`config.mk`:
```
export PLATFORM = sky130hd
export DESIGN_NAME = tlc_temp_limit
export DESIGN_NICKNAME = d
export VERILOG_FILES = /design/src/rtl/tlc_pkg.sv /design/src/rtl/tlc_filt.sv /design/src/rtl/tlc_fmt.sv /design/src/rtl/tlc_temp_limit.sv
export SDC_FILE = /design/constraint.sdc
export NUM_CORES = 1
export LEC_CHECK = 0
export ABC_AREA = 1
export BUFFER_PORTS_ARGS = -buffer_cell sky130_fd_sc_hd__buf_2
export CELL_PAD_IN_SITES_DETAIL_PLACEMENT = 0
export CELL_PAD_IN_SITES_GLOBAL_PLACEMENT = 1
export CORE_ASPECT_RATIO = 1.2
export CORE_MARGIN = 2
export CORE_UTILIZATION = 49
export DETAILED_ROUTE_END_ITERATION = 6
export PLACE_DENSITY_LB_ADDON = 0.1
export SETUP_SLACK_MARGIN = 0.15
export SYNTH_ARGS = -nofsm -noshare
export SYNTH_HDL_FRONTEND = slang
export SYNTH_SLANG_ARGS = --single-unit
```
`constraint.sdc`:
```
create_clock -name clock -period 13.4 [get_ports clock]
set_input_delay 2.68 -clock clock [delete_from_list [all_inputs] [get_ports clock]]
set_output_delay 2.68 -clock clock [all_outputs]
set_load 0.05 [all_outputs]
```
`src/rtl/tlc_pkg.sv`:
```
// constants shared by the temperature limit compare and status block
// assumes a 20 MHz system clock and an AXI4-Lite master with 32-bit data
package tlc_pkg;
  localparam int NCH_DEF   = 4;
  localparam int RAW_W_DEF = 13;
  localparam int RES_W     = 11;
  localparam int AW        = 12;

  localparam logic [11:0] A_STATUS  = 12'h000;
  localparam logic [11:0] A_CONFIG  = 12'h004;
  localparam logic [11:0] A_ONESHOT = 12'h008;
  localparam logic [11:0] A_HSTAT   = 12'h00C;
  localparam logic [11:0] A_LSTAT   = 12'h010;
  localparam logic [11:0] A_CSTAT   = 12'h014;
  localparam logic [11:0] A_FSTAT   = 12'h018;
  localparam logic [11:0] A_MASK    = 12'h01C;
  localparam logic [11:0] A_CONSEC  = 12'h020;
  localparam logic [11:0] A_HYST    = 12'h024;
  localparam logic [11:0] A_LIM0    = 12'h040;
  localparam logic [11:0] A_LIM1    = 12'h080;
  localparam logic [11:0] A_RES     = 12'h100;

  localparam int CFG_EXT  = 0;
  localparam int CFG_CMP  = 1;
  localparam int CFG_HALT = 2;
  localparam int CFG_FILT = 3;
  localparam int CFG_MALL = 5;
  localparam int ST_CRIT  = 0;
  localparam int ST_FAULT = 2;
  localparam int ST_LOW   = 3;
  localparam int ST_HIGH  = 4;

  localparam logic [7:0]  CFG_RST    = 8'h00;
  localparam logic [10:0] HLIM_RST   = 11'h3FF;
  localparam logic [10:0] LLIM_RST   = 11'h000;
  localparam logic [10:0] CLIM_RST   = 11'h3FF;
  localparam logic [7:0]  HYST_RST   = 8'h0A;
  localparam logic [2:0]  CONSEC_RST = 3'h0;

  localparam logic [10:0] DEF_MAX  = 11'h3FF;
  localparam logic [10:0] EXT_MAX  = 11'h7FF;
  localparam logic [12:0] EXT_OFS  = 13'h0200;
  localparam int          FILT_SH1 = 2;
  localparam int          FILT_SH2 = 3;
  localparam logic [1:0]  RESP_OK  = 2'h0;
  localparam logic [1:0]  RESP_ERR = 2'h2;

  // consecutive count code to number of measurements
  function automatic logic [2:0] consec_need(input logic [2:0] code);
    case (code)
      3'h1:    consec_need = 3'h2;
      3'h3:    consec_need = 3'h3;
      3'h7:    consec_need = 3'h4;
      default: consec_need = 3'h1;
    endcase
  endfunction

  function automatic logic [31:0] merge(input logic [31:0] old,
                                        input logic [31:0] wd,
                                        input logic [3:0]  strb);
    merge = old;
    for (int b = 0; b < 4; b++) begin
      if (strb[b]) begin
        merge[8*b +: 8] = wd[8*b +: 8];
      end
    end
  endfunction
endpackage

```
`src/rtl/tlc_filt.sv`:
```
// first-order spike filter for the first external channel
// assumes take pulses once per accepted conversion
`timescale 1ns/1ps
module tlc_filt #(
  parameter int RAW_W = tlc_pkg::RAW_W_DEF
) (
  input  logic                    clock,
  input  logic                    rst_sn,
  input  logic [1:0]              sel,
  input  logic                    take,
  input  logic signed [RAW_W-1:0] x,
  output logic signed [RAW_W-1:0] y
);
  typedef struct packed {
    logic                    primed;
    logic signed [RAW_W+2:0] acc;
  } tlc_filt_st_t;

  tlc_filt_st_t          st_ff;
  tlc_filt_st_t          nxt_st;
  logic signed [RAW_W+2:0] xs;
  logic signed [RAW_W+3:0] diff;
  logic signed [RAW_W+3:0] step;
  logic signed [RAW_W+2:0] upd;

  always_comb begin
    nxt_st = st_ff;
    xs     = {x, 3'h0};
    diff   = {xs[RAW_W+2], xs} - {st_ff.acc[RAW_W+2], st_ff.acc};
    step   = (sel == 2'h3) ? (diff >>> tlc_pkg::FILT_SH2) : (diff >>> tlc_pkg::FILT_SH1);
    // unprimed start avoids ramping up from zero after reset
    if (sel == 2'h0 || !st_ff.primed) begin
      upd = xs;
    end else begin
      upd = st_ff.acc + step[RAW_W+2:0];
    end
    y = upd[RAW_W+2:3];
    if (take) begin
      nxt_st.acc    = upd;
      nxt_st.primed = 1'b1;
    end
  end

  always_ff @(posedge clock or negedge rst_sn) begin
    if (!rst_sn) begin
      st_ff <= '0;
    end else begin
      st_ff <= nxt_st;
    end
  end
endmodule

```
`src/rtl/tlc_fmt.sv`:
```
// formats a signed eighth-degree reading into the 11-bit result code
// assumes raw readings are two's complement with three fraction bits
`timescale 1ns/1ps
module tlc_fmt #(
  parameter int RAW_W = tlc_pkg::RAW_W_DEF
) (
  input  logic signed [RAW_W-1:0]          raw,
  input  logic                             ext_range,
  input  logic                             fault,
  output logic [tlc_pkg::RES_W-1:0]        res
);
  logic signed [RAW_W:0] wide;
  logic signed [RAW_W:0] ofs;
  logic signed [RAW_W:0] sel;
  logic [10:0]           top;

  always_comb begin
    wide = {raw[RAW_W-1], raw};
    ofs  = wide + $signed({{(RAW_W-12){1'b0}}, tlc_pkg::EXT_OFS});
    sel  = ext_range ? ofs : wide;
    top  = ext_range ? tlc_pkg::EXT_MAX : tlc_pkg::DEF_MAX;
    if (fault || sel[RAW_W]) begin
      res = '0;
    end else if (sel > $signed({{(RAW_W-10){1'b0}}, top})) begin
      res = top;
    end else begin
      res = sel[10:0];
    end
  end
endmodule

```
`src/rtl/tlc_temp_limit.sv`:
```
// result formatting, limit compare, status bits and alert/critical pins
// assumes conversion logic on the same clock presents readings with conv_done
`timescale 1ns/1ps

module tlc_temp_limit #(
  parameter int NCH   = tlc_pkg::NCH_DEF,
  parameter int RAW_W = tlc_pkg::RAW_W_DEF
) (
  input  logic                               clock,
  input  logic                               rst_n,
  input  logic [tlc_pkg::AW-1:0]             awaddr,
  input  logic                               awvalid,
  output logic                               awready,
  input  logic [31:0]                        wdata,
  input  logic [3:0]                         wstrb,
  input  logic                               wvalid,
  output logic                               wready,
  output logic [1:0]                         bresp,
  output logic                               bvalid,
  input  logic                               bready,
  input  logic [tlc_pkg::AW-1:0]             araddr,
  input  logic                               arvalid,
  output logic                               arready,
  output logic [31:0]                        rdata,
  output logic [1:0]                         rresp,
  output logic                               rvalid,
  input  logic                               rready,
  input  logic                               conv_done,
  input  logic [NCH-1:0][RAW_W-1:0]          raw_temp,
  input  logic [NCH-1:1]                     diode_fault,
  output logic                               conv_req,
  output logic                               alert_out_pin_n,
  output logic                               crit_pin_n
);
  localparam int AW = tlc_pkg::AW;

  typedef struct packed {
    logic [7:0]             cfg;
    logic                   pend;
    logic [NCH-1:0]         mask;
    logic [2:0]             consec;
    logic [7:0]             hyst;
    logic [NCH-1:0][10:0]   hlim;
    logic [NCH-1:0][10:0]   llim;
    logic [NCH-1:0][10:0]   clim;
    logic [NCH-1:0][10:0]   res;
    logic [NCH-1:0]         hst;
    logic [NCH-1:0]         lst;
    logic [NCH-1:0]         cst;
    logic [NCH-1:0]         fst;
    logic [NCH-1:0][2:0]    cnt;
    logic                   alert_n;
    logic                   crit_n;
    logic                   aw_got;
    logic [AW-1:0]          awaddr;
    logic                   w_got;
    logic [31:0]            wdata;
    logic [3:0]             wstrb;
    logic                   bvalid;
    logic [1:0]             bresp;
    logic                   rvalid;
    logic [31:0]            rdata;
    logic [1:0]             rresp;
  } tlc_state_t;

  localparam tlc_state_t ST_RST = '{cfg:     tlc_pkg::CFG_RST,
                                    consec:  tlc_pkg::CONSEC_RST,
                                    hyst:    tlc_pkg::HYST_RST,
                                    hlim:    {NCH{tlc_pkg::HLIM_RST}},
                                    llim:    {NCH{tlc_pkg::LLIM_RST}},
                                    clim:    {NCH{tlc_pkg::CLIM_RST}},
                                    alert_n: 1'b1,
                                    crit_n:  1'b1,
                                    default: '0};

  logic [1:0]             rsync_ff;
  logic                   rst_sn;
  tlc_state_t             st_ff;
  tlc_state_t             nxt_st;
  logic [NCH-1:0][10:0]   fmt_res;
  logic [NCH-1:0]         flt;
  logic [NCH-1:0]         hi_v;
  logic [NCH-1:0]         lo_v;
  logic [NCH-1:0]         cr_v;
  logic [NCH-1:0]         hi_clr;
  logic [NCH-1:0]         cr_clr;
  logic [NCH-1:0][2:0]    cnt1;
  logic [NCH-1:0]         fire;
  logic signed [RAW_W-1:0] filt_y;
  logic [10:0]            hyst11;
  logic [2:0]             need;
  logic                   run;
  logic                   acc;
  logic                   cmp;
  logic                   ar_hs;
  logic                   rd_h;
  logic                   rd_l;
  logic                   rd_f;
  logic [32:0]            rv;
  logic [32:0]            wv;
  logic [31:0]            mw;
  logic [AW-1:0]          wa;
  logic                   alert_any;

  // reset released through two stages, asserted at once
  always_ff @(posedge clock or negedge rst_n) begin
    if (!rst_n) begin
      rsync_ff <= 2'h0;
    end else begin
      rsync_ff <= {rsync_ff[0], 1'b1};
    end
  end
  assign rst_sn = rsync_ff[1];

  function automatic logic lim_hit(input logic [AW-1:0] a);
    lim_hit = (a[AW-1:8] == '0) && (a[7:6] == 2'h1 || a[7:6] == 2'h2) &&
              (a[3:2] != 2'h3) && (32'(a[5:4]) < NCH) && (a[1:0] == 2'h0);
  endfunction

  // returns {mapped, word}; both limit windows decode to the same storage
  function automatic logic [32:0] rd_val(input tlc_state_t s, input logic [AW-1:0] a);
    logic [31:0] w;
    logic        ok;
    w  = '0;
    ok = 1'b1;
    if (lim_hit(a)) begin
      unique case (a[3:2])
        2'h0:    w[10:0] = s.hlim[a[5:4]];
        2'h1:    w[10:0] = s.llim[a[5:4]];
        default: w[10:0] = s.clim[a[5:4]];
      endcase
    end else if (a[AW-1:4] == tlc_pkg::A_RES[AW-1:4] && 32'(a[3:2]) < NCH) begin
      w[15:0] = {s.res[a[3:2]][10:3], s.res[a[3:2]][2:0], 5'h00};
    end else begin
      case (a)
        tlc_pkg::A_STATUS: begin
          w[tlc_pkg::ST_HIGH]  = |s.hst;
          w[tlc_pkg::ST_LOW]   = |s.lst;
          w[tlc_pkg::ST_FAULT] = |s.fst;
          w[tlc_pkg::ST_CRIT]  = |s.cst;
        end
        tlc_pkg::A_CONFIG:  w[7:0]     = s.cfg;
        tlc_pkg::A_ONESHOT: w          = '0;
        tlc_pkg::A_HSTAT:   w[NCH-1:0] = s.hst;
        tlc_pkg::A_LSTAT:   w[NCH-1:0] = s.lst;
        tlc_pkg::A_CSTAT:   w[NCH-1:0] = s.cst;
        tlc_pkg::A_FSTAT:   w[NCH-1:0] = s.fst;
        tlc_pkg::A_MASK:    w[NCH-1:0] = s.mask;
        tlc_pkg::A_CONSEC:  w[2:0]     = s.consec;
        tlc_pkg::A_HYST:    w[7:0]     = s.hyst;
        default:            ok         = 1'b0;
      endcase
    end
    rd_val = {ok, w};
  endfunction

  tlc_filt #(.RAW_W(RAW_W)) u_filt (
    .clock  (clock),
    .rst_sn (rst_sn),
    .sel    (st_ff.cfg[tlc_pkg::CFG_FILT +: 2]),
    .take   (acc),
    .x      (raw_temp[1]),
    .y      (filt_y)
  );

  assign hyst11 = {st_ff.hyst, 3'h0};
  assign need   = tlc_pkg::consec_need(st_ff.consec);

  for (genvar g = 0; g < NCH; g++) begin : g_ch
    // the internal diode has no fault detection
    if (g == 0) begin : g_int
      assign flt[g] = 1'b0;
    end else begin : g_ext
      assign flt[g] = diode_fault[g];
    end
    tlc_fmt #(.RAW_W(RAW_W)) u_fmt (
      .raw       ((g == 1) ? filt_y : raw_temp[g]),
      .ext_range (st_ff.cfg[tlc_pkg::CFG_EXT]),
      .fault     (flt[g]),
      .res       (fmt_res[g])
    );
    assign hi_v[g]   = fmt_res[g] > st_ff.hlim[g];
    assign lo_v[g]   = !flt[g] && (fmt_res[g] <= st_ff.llim[g]);
    assign cr_v[g]   = fmt_res[g] > st_ff.clim[g];
    assign hi_clr[g] = ({1'b0, fmt_res[g]} + {1'b0, hyst11}) < {1'b0, st_ff.hlim[g]};
    assign cr_clr[g] = ({1'b0, fmt_res[g]} + {1'b0, hyst11}) < {1'b0, st_ff.clim[g]};
    assign cnt1[g]   = st_ff.cnt[g] + 3'h1;
    assign fire[g]   = cnt1[g] >= need;
  end

  assign run     = !st_ff.cfg[tlc_pkg::CFG_HALT];
  assign cmp     = st_ff.cfg[tlc_pkg::CFG_CMP];
  assign acc     = conv_done && (run || st_ff.pend);
  assign awready = !st_ff.aw_got && !st_ff.bvalid;
  assign wready  = !st_ff.w_got && !st_ff.bvalid;
  assign arready = !st_ff.rvalid;
  assign ar_hs   = arvalid && arready;
  assign rd_h    = ar_hs && (araddr == tlc_pkg::A_HSTAT);
  assign rd_l    = ar_hs && (araddr == tlc_pkg::A_LSTAT);
  assign rd_f    = ar_hs && (araddr == tlc_pkg::A_FSTAT);

  always_comb begin
    nxt_st = st_ff;
    rv     = rd_val(st_ff, araddr);
    wa     = st_ff.awaddr;
    wv     = rd_val(st_ff, wa);
    mw     = tlc_pkg::merge(wv[31:0], st_ff.wdata, st_ff.wstrb);
    if (awvalid && awready) begin
      nxt_st.aw_got = 1'b1;
      nxt_st.awaddr = awaddr;
    end
    if (wvalid && wready) begin
      nxt_st.w_got = 1'b1;
      nxt_st.wdata = wdata;
      nxt_st.wstrb = wstrb;
    end
    if (st_ff.bvalid && bready) begin
      nxt_st.bvalid = 1'b0;
    end
    if (st_ff.rvalid && rready) begin
      nxt_st.rvalid = 1'b0;
    end
    // clear before set so an event in the read cycle survives
    if (rd_h) begin
      nxt_st.hst = '0;
    end
    if (rd_l) begin
      nxt_st.lst = '0;
    end
    if (rd_f) begin
      nxt_st.fst = '0;
    end
    if (acc) begin
      nxt_st.pend = 1'b0;
      for (int i = 0; i < NCH; i++) begin
        nxt_st.res[i] = fmt_res[i];
        if (cmp) begin
          // comparator: counter only watches the high limit
          nxt_st.lst[i] = lo_v[i];
          if (hi_v[i]) begin
            if (fire[i] || st_ff.hst[i]) begin
              nxt_st.hst[i] = 1'b1;
            end else begin
              nxt_st.cnt[i] = cnt1[i];
            end
          end else if (hi_clr[i]) begin
            nxt_st.hst[i] = 1'b0;
            nxt_st.cnt[i] = 3'h0;
          end
          if (flt[i]) begin
            nxt_st.fst[i] = 1'b1;
          end
        end else if (hi_v[i] || lo_v[i] || flt[i]) begin
          if (fire[i]) begin
            nxt_st.hst[i] = nxt_st.hst[i] | hi_v[i];
            nxt_st.lst[i] = nxt_st.lst[i] | lo_v[i];
            nxt_st.fst[i] = nxt_st.fst[i] | flt[i];
            nxt_st.cnt[i] = 3'h0;
          end else begin
            nxt_st.cnt[i] = cnt1[i];
          end
        end else begin
          nxt_st.cnt[i] = 3'h0;
        end
        if (cr_v[i]) begin
          nxt_st.cst[i] = 1'b1;
        end else if (cr_clr[i]) begin
          nxt_st.cst[i] = 1'b0;
        end
      end
    end
    if (st_ff.aw_got && st_ff.w_got) begin
      nxt_st.aw_got = 1'b0;
      nxt_st.w_got  = 1'b0;
      nxt_st.bvalid = 1'b1;
      nxt_st.bresp  = wv[32] ? tlc_pkg::RESP_OK : tlc_pkg::RESP_ERR;
      if (lim_hit(wa)) begin
        // new limits act at the next accepted conversion only
        unique case (wa[3:2])
          2'h0:    nxt_st.hlim[wa[5:4]] = mw[10:0];
          2'h1:    nxt_st.llim[wa[5:4]] = mw[10:0];
          default: nxt_st.clim[wa[5:4]] = mw[10:0];
        endcase
      end else begin
        case (wa)
          tlc_pkg::A_CONFIG:  nxt_st.cfg    = mw[7:0];
          tlc_pkg::A_ONESHOT: nxt_st.pend   = 1'b1;
          tlc_pkg::A_MASK:    nxt_st.mask   = mw[NCH-1:0];
          tlc_pkg::A_CONSEC:  nxt_st.consec = mw[2:0];
          tlc_pkg::A_HYST:    nxt_st.hyst   = mw[7:0];
          default:            nxt_st.cfg    = nxt_st.cfg;
        endcase
      end
    end
    if (ar_hs) begin
      nxt_st.rvalid = 1'b1;
      nxt_st.rdata  = rv[31:0];
      nxt_st.rresp  = rv[32] ? tlc_pkg::RESP_OK : tlc_pkg::RESP_ERR;
    end
    // comparator mode ignores low and fault for the pin
    if (cmp) begin
      alert_any = |(nxt_st.hst & ~nxt_st.mask);
    end else begin
      alert_any = |((nxt_st.hst | nxt_st.lst | nxt_st.fst) & ~nxt_st.mask);
    end
    nxt_st.alert_n = !(alert_any && !nxt_st.cfg[tlc_pkg::CFG_MALL]);
    nxt_st.crit_n  = !(|nxt_st.cst);
  end

  always_ff @(posedge clock or negedge rst_sn) begin
    if (!rst_sn) begin
      st_ff <= ST_RST;
    end else begin
      st_ff <= nxt_st;
    end
  end

  assign bvalid          = st_ff.bvalid;
  assign bresp           = st_ff.bresp;
  assign rvalid          = st_ff.rvalid;
  assign rdata           = st_ff.rdata;
  assign rresp           = st_ff.rresp;
  assign conv_req        = run || st_ff.pend;
  assign alert_out_pin_n = st_ff.alert_n;
  assign crit_pin_n      = st_ff.crit_n;
endmodule

```
==> run_summary.xml, run 1 <==
<?xml version="1.0" encoding="UTF-8"?>
<metrics>
  <group name="status">
    <metric name="outcome" unit="">complete, no violations</metric>
  </group>
  <group name="yosys">
    <metric name="edff_count_synth" unit="">0</metric>
    <metric name="post_synth.cell_area_avg" unit="um2">7.227</metric>
    <metric name="ys.warnings.count" unit="">0</metric>
    <metric name="asyncSetResetFlopFracSynth" unit="%">100.0</metric>
    <metric name="synthDistinctLibCells" unit="">63</metric>
    <metric name="ys_seq_area_share" unit="%">31.28</metric>
    <metric name="post_synth_inst_count" unit="">3323</metric>
    <metric name="flip_flop_and_latch_count_after_synthesis" unit="">296</metric>
    <metric name="syn-cell-area" unit="mm2">0.02402</metric>
    <metric name="postSynth.topFlopCell" unit="">sky130_fd_sc_hd__dfrtp_1</metric>
  </group>
  <group name="placement">
    <metric name="post-place-ws" unit="ns">2.960</metric>
    <metric name="dp_hpwl" unit="um">76850</metric>
    <metric name="io_buffer_count" unit="">125</metric>
    <metric name="final_weighted_congestion_in_routability_driven_placement" unit="">1.080</metric>
  </group>
  <group name="layout">
    <metric name="seqCellArea" unit="mm2">0.007516</metric>
    <metric name="nets" unit="">3804</metric>
    <metric name="multi_input_comb_area" unit="mm2">0.01425</metric>
    <metric name="nFillCells" unit="">4766</metric>
    <metric name="area.growth.synth_to_final" unit="%">9.680</metric>
    <metric name="final_layout_size_suffix_gt1_share" unit="%">11.15</metric>
  </group>
  <group name="cts">
    <metric name="cts_resized" unit="">0</metric>
    <metric name="tritoncts_num_sinks" unit="">296</metric>
    <metric name="cts_tree" unit="">built</metric>
    <metric name="cts.root.buffer_cell" unit="">sky130_fd_sc_hd__clkbuf_16</metric>
    <metric name="cts_htree_levels" unit="">2</metric>
    <metric name="cts_buffer_depth" unit="">3</metric>
    <metric name="clk_pin_slew" unit="ns">0.06</metric>
    <metric name="cts-hold-fix-buffers" unit="">0</metric>
    <metric name="clock_insertion_delay_worst_skew" unit="ns">0.57</metric>
    <metric name="postCtsSetupBuffers" unit="">0</metric>
    <metric name="cts_inserted_buffers" unit="">37</metric>
  </group>
  <group name="global_route">
    <metric name="track_usage" unit="%">38.31</metric>
    <metric name="maximum_number_of_pins_on_one_net_before_global_route_repair" unit="">96</metric>
    <metric name="remaining_overflow_grt" unit="">0</metric>
    <metric name="via_count_of_the_first_global_routing_pass" unit="">22680</metric>
    <metric name="antenna_found_initial" unit="">7</metric>
    <metric name="first_pass_grt_wire_length" unit="um">142200</metric>
  </group>
  <group name="min_path">
    <metric name="hold_path.class" unit="">flop to async pin</metric>
  </group>
  <group name="worst_setup_path">
    <metric name="critical_path.max_stage_delay" unit="ns">0.45</metric>
    <metric name="critPathMostFrequentCell" unit="">sky130_fd_sc_hd__nand2_1</metric>
    <metric name="critical_path_arrival" unit="ns">10.44</metric>
    <metric name="setup.worst_path.class" unit="">input port to flop</metric>
    <metric name="timing.critical_path.slowest_stage_cell" unit="">sky130_fd_sc_hd__inv_1</metric>
    <metric name="critical_path_required" unit="ns">13.89</metric>
    <metric name="worst_setup_path_start_kind" unit="">input port</metric>
    <metric name="timing.critical_path.to_type" unit="">flop</metric>
    <metric name="path_max_fanout" unit="">21</metric>
  </group>
  <group name="sta">
    <metric name="slew-limit-headroom" unit="%">18.52</metric>
    <metric name="post-route-min-period" unit="ns">9.947</metric>
    <metric name="timing.clock.skew" unit="ns">0.02114</metric>
    <metric name="min_period_over_period" unit="%">74.23</metric>
    <metric name="finalHoldViolCount" unit="">0</metric>
    <metric name="worst-slew-pin-transition" unit="ns">1.214</metric>
    <metric name="final_critical_path_setup_slack" unit="ns">3.453</metric>
    <metric name="unrepaired_setup_endpoints_after_global_routing" unit="">no</metric>
    <metric name="setup_tns" unit="ns">0</metric>
    <metric name="timing.final.max_slew_violations" unit="">0</metric>
    <metric name="setup_viol" unit="">0</metric>
    <metric name="fmax" unit="MHz">100.5</metric>
  </group>
  <group name="drt">
    <metric name="postRouteWirelength" unit="um">97540</metric>
    <metric name="route.detailed.wl_per_inst" unit="um">24.05</metric>
    <metric name="drtAntennaViolNets" unit="">0</metric>
    <metric name="route.vias.total" unit="">24052</metric>
    <metric name="detailedRoute.firstIterationViolations" unit="">2463</metric>
    <metric name="drt_drc_violations_left" unit="">0</metric>
    <metric name="drt-vias-per-instance" unit="">5.930</metric>
    <metric name="drtPass1Iterations" unit="">7</metric>
  </group>
  <group name="die">
    <metric name="die_area" unit="mm2">0.05081</metric>
    <metric name="core_area" unit="mm2">0.04823</metric>
    <metric name="die-height" unit="um">246.5</metric>
    <metric name="die_w" unit="um">206.1</metric>
    <metric name="initial_utilization" unit="%">49.80</metric>
    <metric name="num_rows" unit="">88</metric>
    <metric name="ioPinCount" unit="">167</metric>
  </group>
  <group name="power_and_ir_drop">
    <metric name="power_per_cell_area" unit="mW/mm2">121.0</metric>
    <metric name="power.static_leakage" unit="nW">12.85</metric>
    <metric name="ir_drop" unit="V">0.0001010</metric>
  </group>
  <group name="job">
    <metric name="maxcap_viol_count" unit="">0</metric>
  </group>
</metrics>
==> worst max-delay path: cells and delay by family <==
kind | cells | cell delay (ns)
simple gates | 41 | 4.26
fa+ha+maj | 6 | 1.75
buf+inv | 7 | 1.04
compound gates | 3 | 0.44
xor+xnor | 1 | 0.24
==> final timing paths <==
| kind | startpoint | to | slack, ns | cells after the start |
|---|---|---|---|---|
| max reg2reg | u_filt.st_ff[3] | alert_out_pin_n | 5.25 | 58 |
| max in group asynchronous | rsync_ff[1] | u_filt.st_ff[10] | 10.16 | 3 |
| min reg2reg | rsync_ff[1] | async pin | 0.32 | 0 |
| min | rsync_ff[1] | async pin | 0.32 | 0 |
| max | raw_temp[13] | alert_out_pin_n | 3.45 | 58 |
| min in group clock | rsync_ff[0] | rsync_ff[1] | 0.36 | 0 |
==> layout by cell type, fill, tap and decap left out, types with 18 or more instances in the layout <==
cell	n
sky130_fd_sc_hd__nand2_1	802
sky130_fd_sc_hd__inv_1	420
sky130_fd_sc_hd__o21ai_0	392
sky130_fd_sc_hd__ha_1	280
sky130_fd_sc_hd__a21oi_1	225
sky130_fd_sc_hd__dfrtp_1	211
sky130_fd_sc_hd__nand3_1	188
sky130_fd_sc_hd__nor2_1	157
sky130_fd_sc_hd__buf_2	125
sky130_fd_sc_hd__dfstp_2	84
sky130_fd_sc_hd__o22ai_1	73
sky130_fd_sc_hd__clkbuf_16	39
sky130_fd_sc_hd__nand4_1	36
sky130_fd_sc_hd__xor2_1	27
sky130_fd_sc_hd__buf_4	27
sky130_fd_sc_hd__o21ai_1	25
sky130_fd_sc_hd__nor3_1	20
sky130_fd_sc_hd__conb_1	19
sky130_fd_sc_hd__o221ai_1	18
==> metrics by stage <==
| step | util, % | power (mW) | hold WS [ns] | cells | cell area [um2] |
|---|---|---|---|---|---|
| 2_1_floorplan | - | 1.708 | 0.3312 | 3340 | 24080 |
| 3_3_place_gp | 51.90 | 2.053 | 0.3326 | 3987 | 25030 |
| 3_5_place_dp | 51.90 | 2.071 | 0.3336 | 3987 | 25030 |
| 4_1_cts | 54.61 | 3.171 | 0.3287 | 4055 | 26340 |
| 5_1_grt | 54.61 | 3.304 | 0.3645 | 4055 | 26340 |
| 6_report | 54.62 | 3.188 | 0.3224 | 4056 | 26340 |
==> metal layers <==
layer / wire length, um / part of all wire (%) / global-route usage, %
met5: 57 / 0.058 / 0
met4: 6139 / 6.3 / 20.95
met3: 8416 / 8.6 / 8.056
met2: 44430 / 46 / 61.69
met1: 38500 / 39 / 47.77
==> logic make-up after synthesis <==
logic type	Yosys count	share of synthesized area [%]
AND/OR/NAND/NOR	1273	22.34
AO/OA/AOI/OAI	838	19.37
buffers and inverters	572	9.737
flip-flops	296	31.28
adder cells (fa/ha/maj)	285	15.00
XOR/XNOR	42	1.532
multiplexers	15	0.7033
other	2	0.03127
==> synthesized netlist by cell type (all sizes together) (6+ instances only) <==
master / number / area, um2
a22oi: 6 / 45.04
o21bai: 9 / 67.56
o2111ai: 7 / 61.31
a22o: 7 / 61.31
o21ai: 420 / 2102
nand3: 190 / 960.9
o22ai: 73 / 456.7
mux2: 15 / 168.9
xnor2: 15 / 131.4
a21oi: 227 / 1140
nand4: 36 / 225.2
xor2: 27 / 236.5
o221ai: 18 / 157.7
dfrtp: 212 / 5305
clkbuf: 68 / 257.8
o21a: 9 / 67.56
a31oi: 13 / 81.33
a21boi: 8 / 60.06
nand2: 813 / 3082
inv: 433 / 1628
a221oi: 15 / 131.4
nor4: 9 / 71.32
buf: 67 / 437.9
ha: 280 / 3503
or2: 15 / 93.84
nor2: 177 / 737.0
o211ai: 8 / 60.06
nor3: 21 / 110.1
dfstp: 84 / 2207
==> where the power goes <==
part           internal, mW  leakage, nW  switching, mW
clock                 0.665        0.637          0.437
combinational         0.266         8.67          0.779
sequential            0.964         3.54         0.0772
==> layout make-up <==
cell class | instances | share of cell area, %
multi-input cells | 2472 | 54.11
diodes | 1 | 0.009500
clock buffers | 53 | 4.133
flip-flops and latches | 296 | 28.53
clock inverters | 15 | 0.8360
well taps | 630 | 2.993
repair buffers | 152 | 3.145
inverters | 437 | 6.237
Note: power is estimated with default switching activity, not from simulation.
==> run 2: changes to the inputs <==
- CORE_UTILIZATION: 49 -> 46
- clock period: 13.4 -> 10 ns (I/O delays scaled with it)
==> run 2 against run 1 <==
Global-route usage decreased by 1.6 points. Sequential share of layout area about the same. Sequential cell count unchanged. Clock skew increased by 0.0016 ns. Critical path type unchanged. First-iteration DRC count decreased by 5.5%. Clock power increased by 30%. Hold slack got worse by 0.058 ns. Wire length increased by 1.8%. Sequential power increased by 35%. Register-to-register slack got worse by 3.2 ns.
==> run_summary.xml, run 2 (synthesis gave the netlist of run 1 again) <==
<?xml version="1.0" encoding="UTF-8"?>
<metrics>
  <group name="status">
    <metric name="outcome" unit="">complete, no violations</metric>
  </group>
  <group name="die">
    <metric name="ioPinCount" unit="">167</metric>
    <metric name="core_area" unit="mm2">0.05146</metric>
    <metric name="die_w" unit="um">212.6</metric>
    <metric name="die-height" unit="um">254.3</metric>
    <metric name="num_rows" unit="">91</metric>
    <metric name="die_area" unit="mm2">0.05406</metric>
    <metric name="initial_utilization" unit="%">46.66</metric>
  </group>
  <group name="worst_setup_path">
    <metric name="timing.critical_path.slowest_stage_cell" unit="">sky130_fd_sc_hd__fa_1</metric>
    <metric name="critical_path.max_stage_delay" unit="ns">0.40</metric>
    <metric name="path_max_fanout" unit="">10</metric>
    <metric name="critPathMostFrequentCell" unit="">sky130_fd_sc_hd__nand2_1</metric>
    <metric name="critical_path_required" unit="ns">10.51</metric>
    <metric name="setup.worst_path.class" unit="">input port to flop</metric>
    <metric name="worst_setup_path_start_kind" unit="">input port</metric>
    <metric name="timing.critical_path.to_type" unit="">flop</metric>
    <metric name="critical_path_arrival" unit="ns">9.59</metric>
  </group>
  <group name="global_route">
    <metric name="antenna_found_initial" unit="">3</metric>
    <metric name="first_pass_grt_wire_length" unit="um">144500</metric>
    <metric name="remaining_overflow_grt" unit="">0</metric>
    <metric name="maximum_number_of_pins_on_one_net_before_global_route_repair" unit="">94</metric>
    <metric name="track_usage" unit="%">36.69</metric>
    <metric name="via_count_of_the_first_global_routing_pass" unit="">22791</metric>
  </group>
  <group name="sta">
    <metric name="holdWs" unit="ns">0.2645</metric>
    <metric name="worst-slew-pin-transition" unit="ns">1.279</metric>
    <metric name="setup_viol" unit="">0</metric>
    <metric name="slew-limit-headroom" unit="%">14.18</metric>
    <metric name="fmax" unit="MHz">110.1</metric>
    <metric name="unrepaired_setup_endpoints_after_global_routing" unit="">no</metric>
    <metric name="timing.clock.skew" unit="ns">0.02273</metric>
    <metric name="min_period_over_period" unit="%">90.86</metric>
    <metric name="setup_tns" unit="ns">0</metric>
    <metric name="timing.final.max_slew_violations" unit="">0</metric>
    <metric name="post-route-min-period" unit="ns">9.086</metric>
    <metric name="finalHoldViolCount" unit="">0</metric>
  </group>
  <group name="drt">
    <metric name="route.detailed.wl_per_inst" unit="um">24.08</metric>
    <metric name="drt-vias-per-instance" unit="">5.821</metric>
    <metric name="route.vias.total" unit="">23994</metric>
    <metric name="drtAntennaViolNets" unit="">0</metric>
    <metric name="drtPass1Iterations" unit="">6</metric>
    <metric name="postRouteWirelength" unit="um">99260</metric>
    <metric name="detailedRoute.firstIterationViolations" unit="">2327</metric>
    <metric name="drt_drc_violations_left" unit="">0</metric>
  </group>
  <group name="cts">
    <metric name="cts_buffer_depth" unit="">3</metric>
    <metric name="tritoncts_num_sinks" unit="">296</metric>
    <metric name="cts_inserted_buffers" unit="">37</metric>
    <metric name="cts.root.buffer_cell" unit="">sky130_fd_sc_hd__clkbuf_16</metric>
    <metric name="cts-hold-fix-buffers" unit="">0</metric>
    <metric name="cts_htree_levels" unit="">2</metric>
    <metric name="cts_tree" unit="">built</metric>
    <metric name="clock_insertion_delay_worst_skew" unit="ns">0.59</metric>
    <metric name="cts_resized" unit="">0</metric>
    <metric name="clk_pin_slew" unit="ns">0.06</metric>
    <metric name="postCtsSetupBuffers" unit="">0</metric>
  </group>
  <group name="power_and_ir_drop">
    <metric name="switchingPower" unit="mW">1.727</metric>
    <metric name="power_per_cell_area" unit="mW/mm2">160.2</metric>
    <metric name="pwr-share-seq" unit="%">33.2</metric>
    <metric name="power_report.internal_total" unit="mW">2.500</metric>
    <metric name="switching_share" unit="%">40.85</metric>
    <metric name="power.combinational.fraction" unit="%">33.0</metric>
    <metric name="finalPower" unit="mW">4.227</metric>
    <metric name="ir_drop" unit="V">0.0001402</metric>
    <metric name="share_clk_of_total_power" unit="%">33.8</metric>
    <metric name="power.static_leakage" unit="nW">12.83</metric>
  </group>
  <group name="layout">
    <metric name="layout_common_cells" unit="">sky130_fd_sc_hd__nand2_1, sky130_fd_sc_hd__inv_1, sky130_fd_sc_hd__o21ai_0</metric>
    <metric name="final_layout_size_suffix_gt1_share" unit="%">11.13</metric>
    <metric name="fin_cells" unit="">4122</metric>
    <metric name="mostFrequentLayoutCell" unit="">sky130_fd_sc_hd__nand2_1</metric>
    <metric name="area.growth.synth_to_final" unit="%">9.857</metric>
    <metric name="nets" unit="">3803</metric>
  </group>
  <group name="placement">
    <metric name="io_buffer_count" unit="">125</metric>
    <metric name="place.detailed.instances" unit="">4053</metric>
    <metric name="final_weighted_congestion_in_routability_driven_placement" unit="">1.004</metric>
    <metric name="dp_hpwl" unit="um">79060</metric>
  </group>
  <group name="job">
    <metric name="maxcap_viol_count" unit="">0</metric>
  </group>
  <group name="min_path">
    <metric name="hold_path.class" unit="">flop to async pin</metric>
  </group>
</metrics>
## run 2: cell count changes in the layout (fill, tap and decap cells not counted), moves of 2 or more
cell,before,now
sky130_fd_sc_hd__clkbuf_16,39,37
sky130_fd_sc_hd__clkbuf_8,6,8
sky130_fd_sc_hd__clkinv_4,3,0
sky130_fd_sc_hd__clkinv_2,4,6
sky130_fd_sc_hd__clkinv_8,0,2
## run 2: power groups by stage
stage | Sequential [mW] | Combinational (mW) | Clock (mW)
finish | 1.40 | 1.39 | 1.43
global route | 1.41 | 1.49 | 1.49
CTS | 1.40 | 1.37 | 1.44
detailed placement | 1.42 | 1.37 | 0
global placement | 1.42 | 1.35 | 0
floorplan | 1.39 | 0.902 | 0
## run 2: cell type report
type,instances,area [um2]
sequential,296,7516
clock buffer,52,1062
tap,697,872.1
inverter,437,1643
antenna,1,2.502
timing repair buffer,151,820.8
multi-input combinational,2472,14250
fill,5211,25080
clock inverter,16,215.2
## run 2: final timing paths
| path | from | end | slack, ns | cells after the start |
|---|---|---|---|---|
| worst max register to register | u_filt.st_ff[3] | alert_out_pin_n | 2.01 | 59 |
| max in group asynchronous | rsync_ff[1] | st_ff[121] | 8.35 | 1 |
| worst max-delay path | raw_temp[13] | alert_out_pin_n | 0.91 | 59 |
| worst min register to register | rsync_ff[1] | async pin | 0.26 | 0 |
| worst min-delay path | rsync_ff[1] | async pin | 0.26 | 0 |
| min in group clock | rsync_ff[0] | rsync_ff[1] | 0.36 | 0 |
## run 2: routing by layer
metal / up-vias / wire length, um / GRT usage [%]
li1: 11327 / - / -
met1: 11347 / 39670 / 45.76
met2: 1046 / 45340 / 59.32
met3: 270 / 7821 / 6.760
met4: 4 / 6404 / 21.70
met5: - / 27 / 0
## run 2: stage by stage
step	util (%)	area, um2	worst slack, ns
3_5_place_dp	48.78	25100	0.4823
4_1_cts	51.26	26380	1.042
3_3_place_gp	48.78	25100	0.6586
6_report	51.26	26380	0.9142
2_1_floorplan	-	24080	1.287
5_1_grt	51.26	26380	0.1746
## run 2: worst max-delay path, delay by kind of cell
kind	cells	cell delay, ns
adders and majority gates	6	1.77
AOI/OAI and AO/OA	5	0.83
xor gates and xnor gates	1	0.24
buffers and inverters	6	0.56
and+or+nand+nor	41	4.19
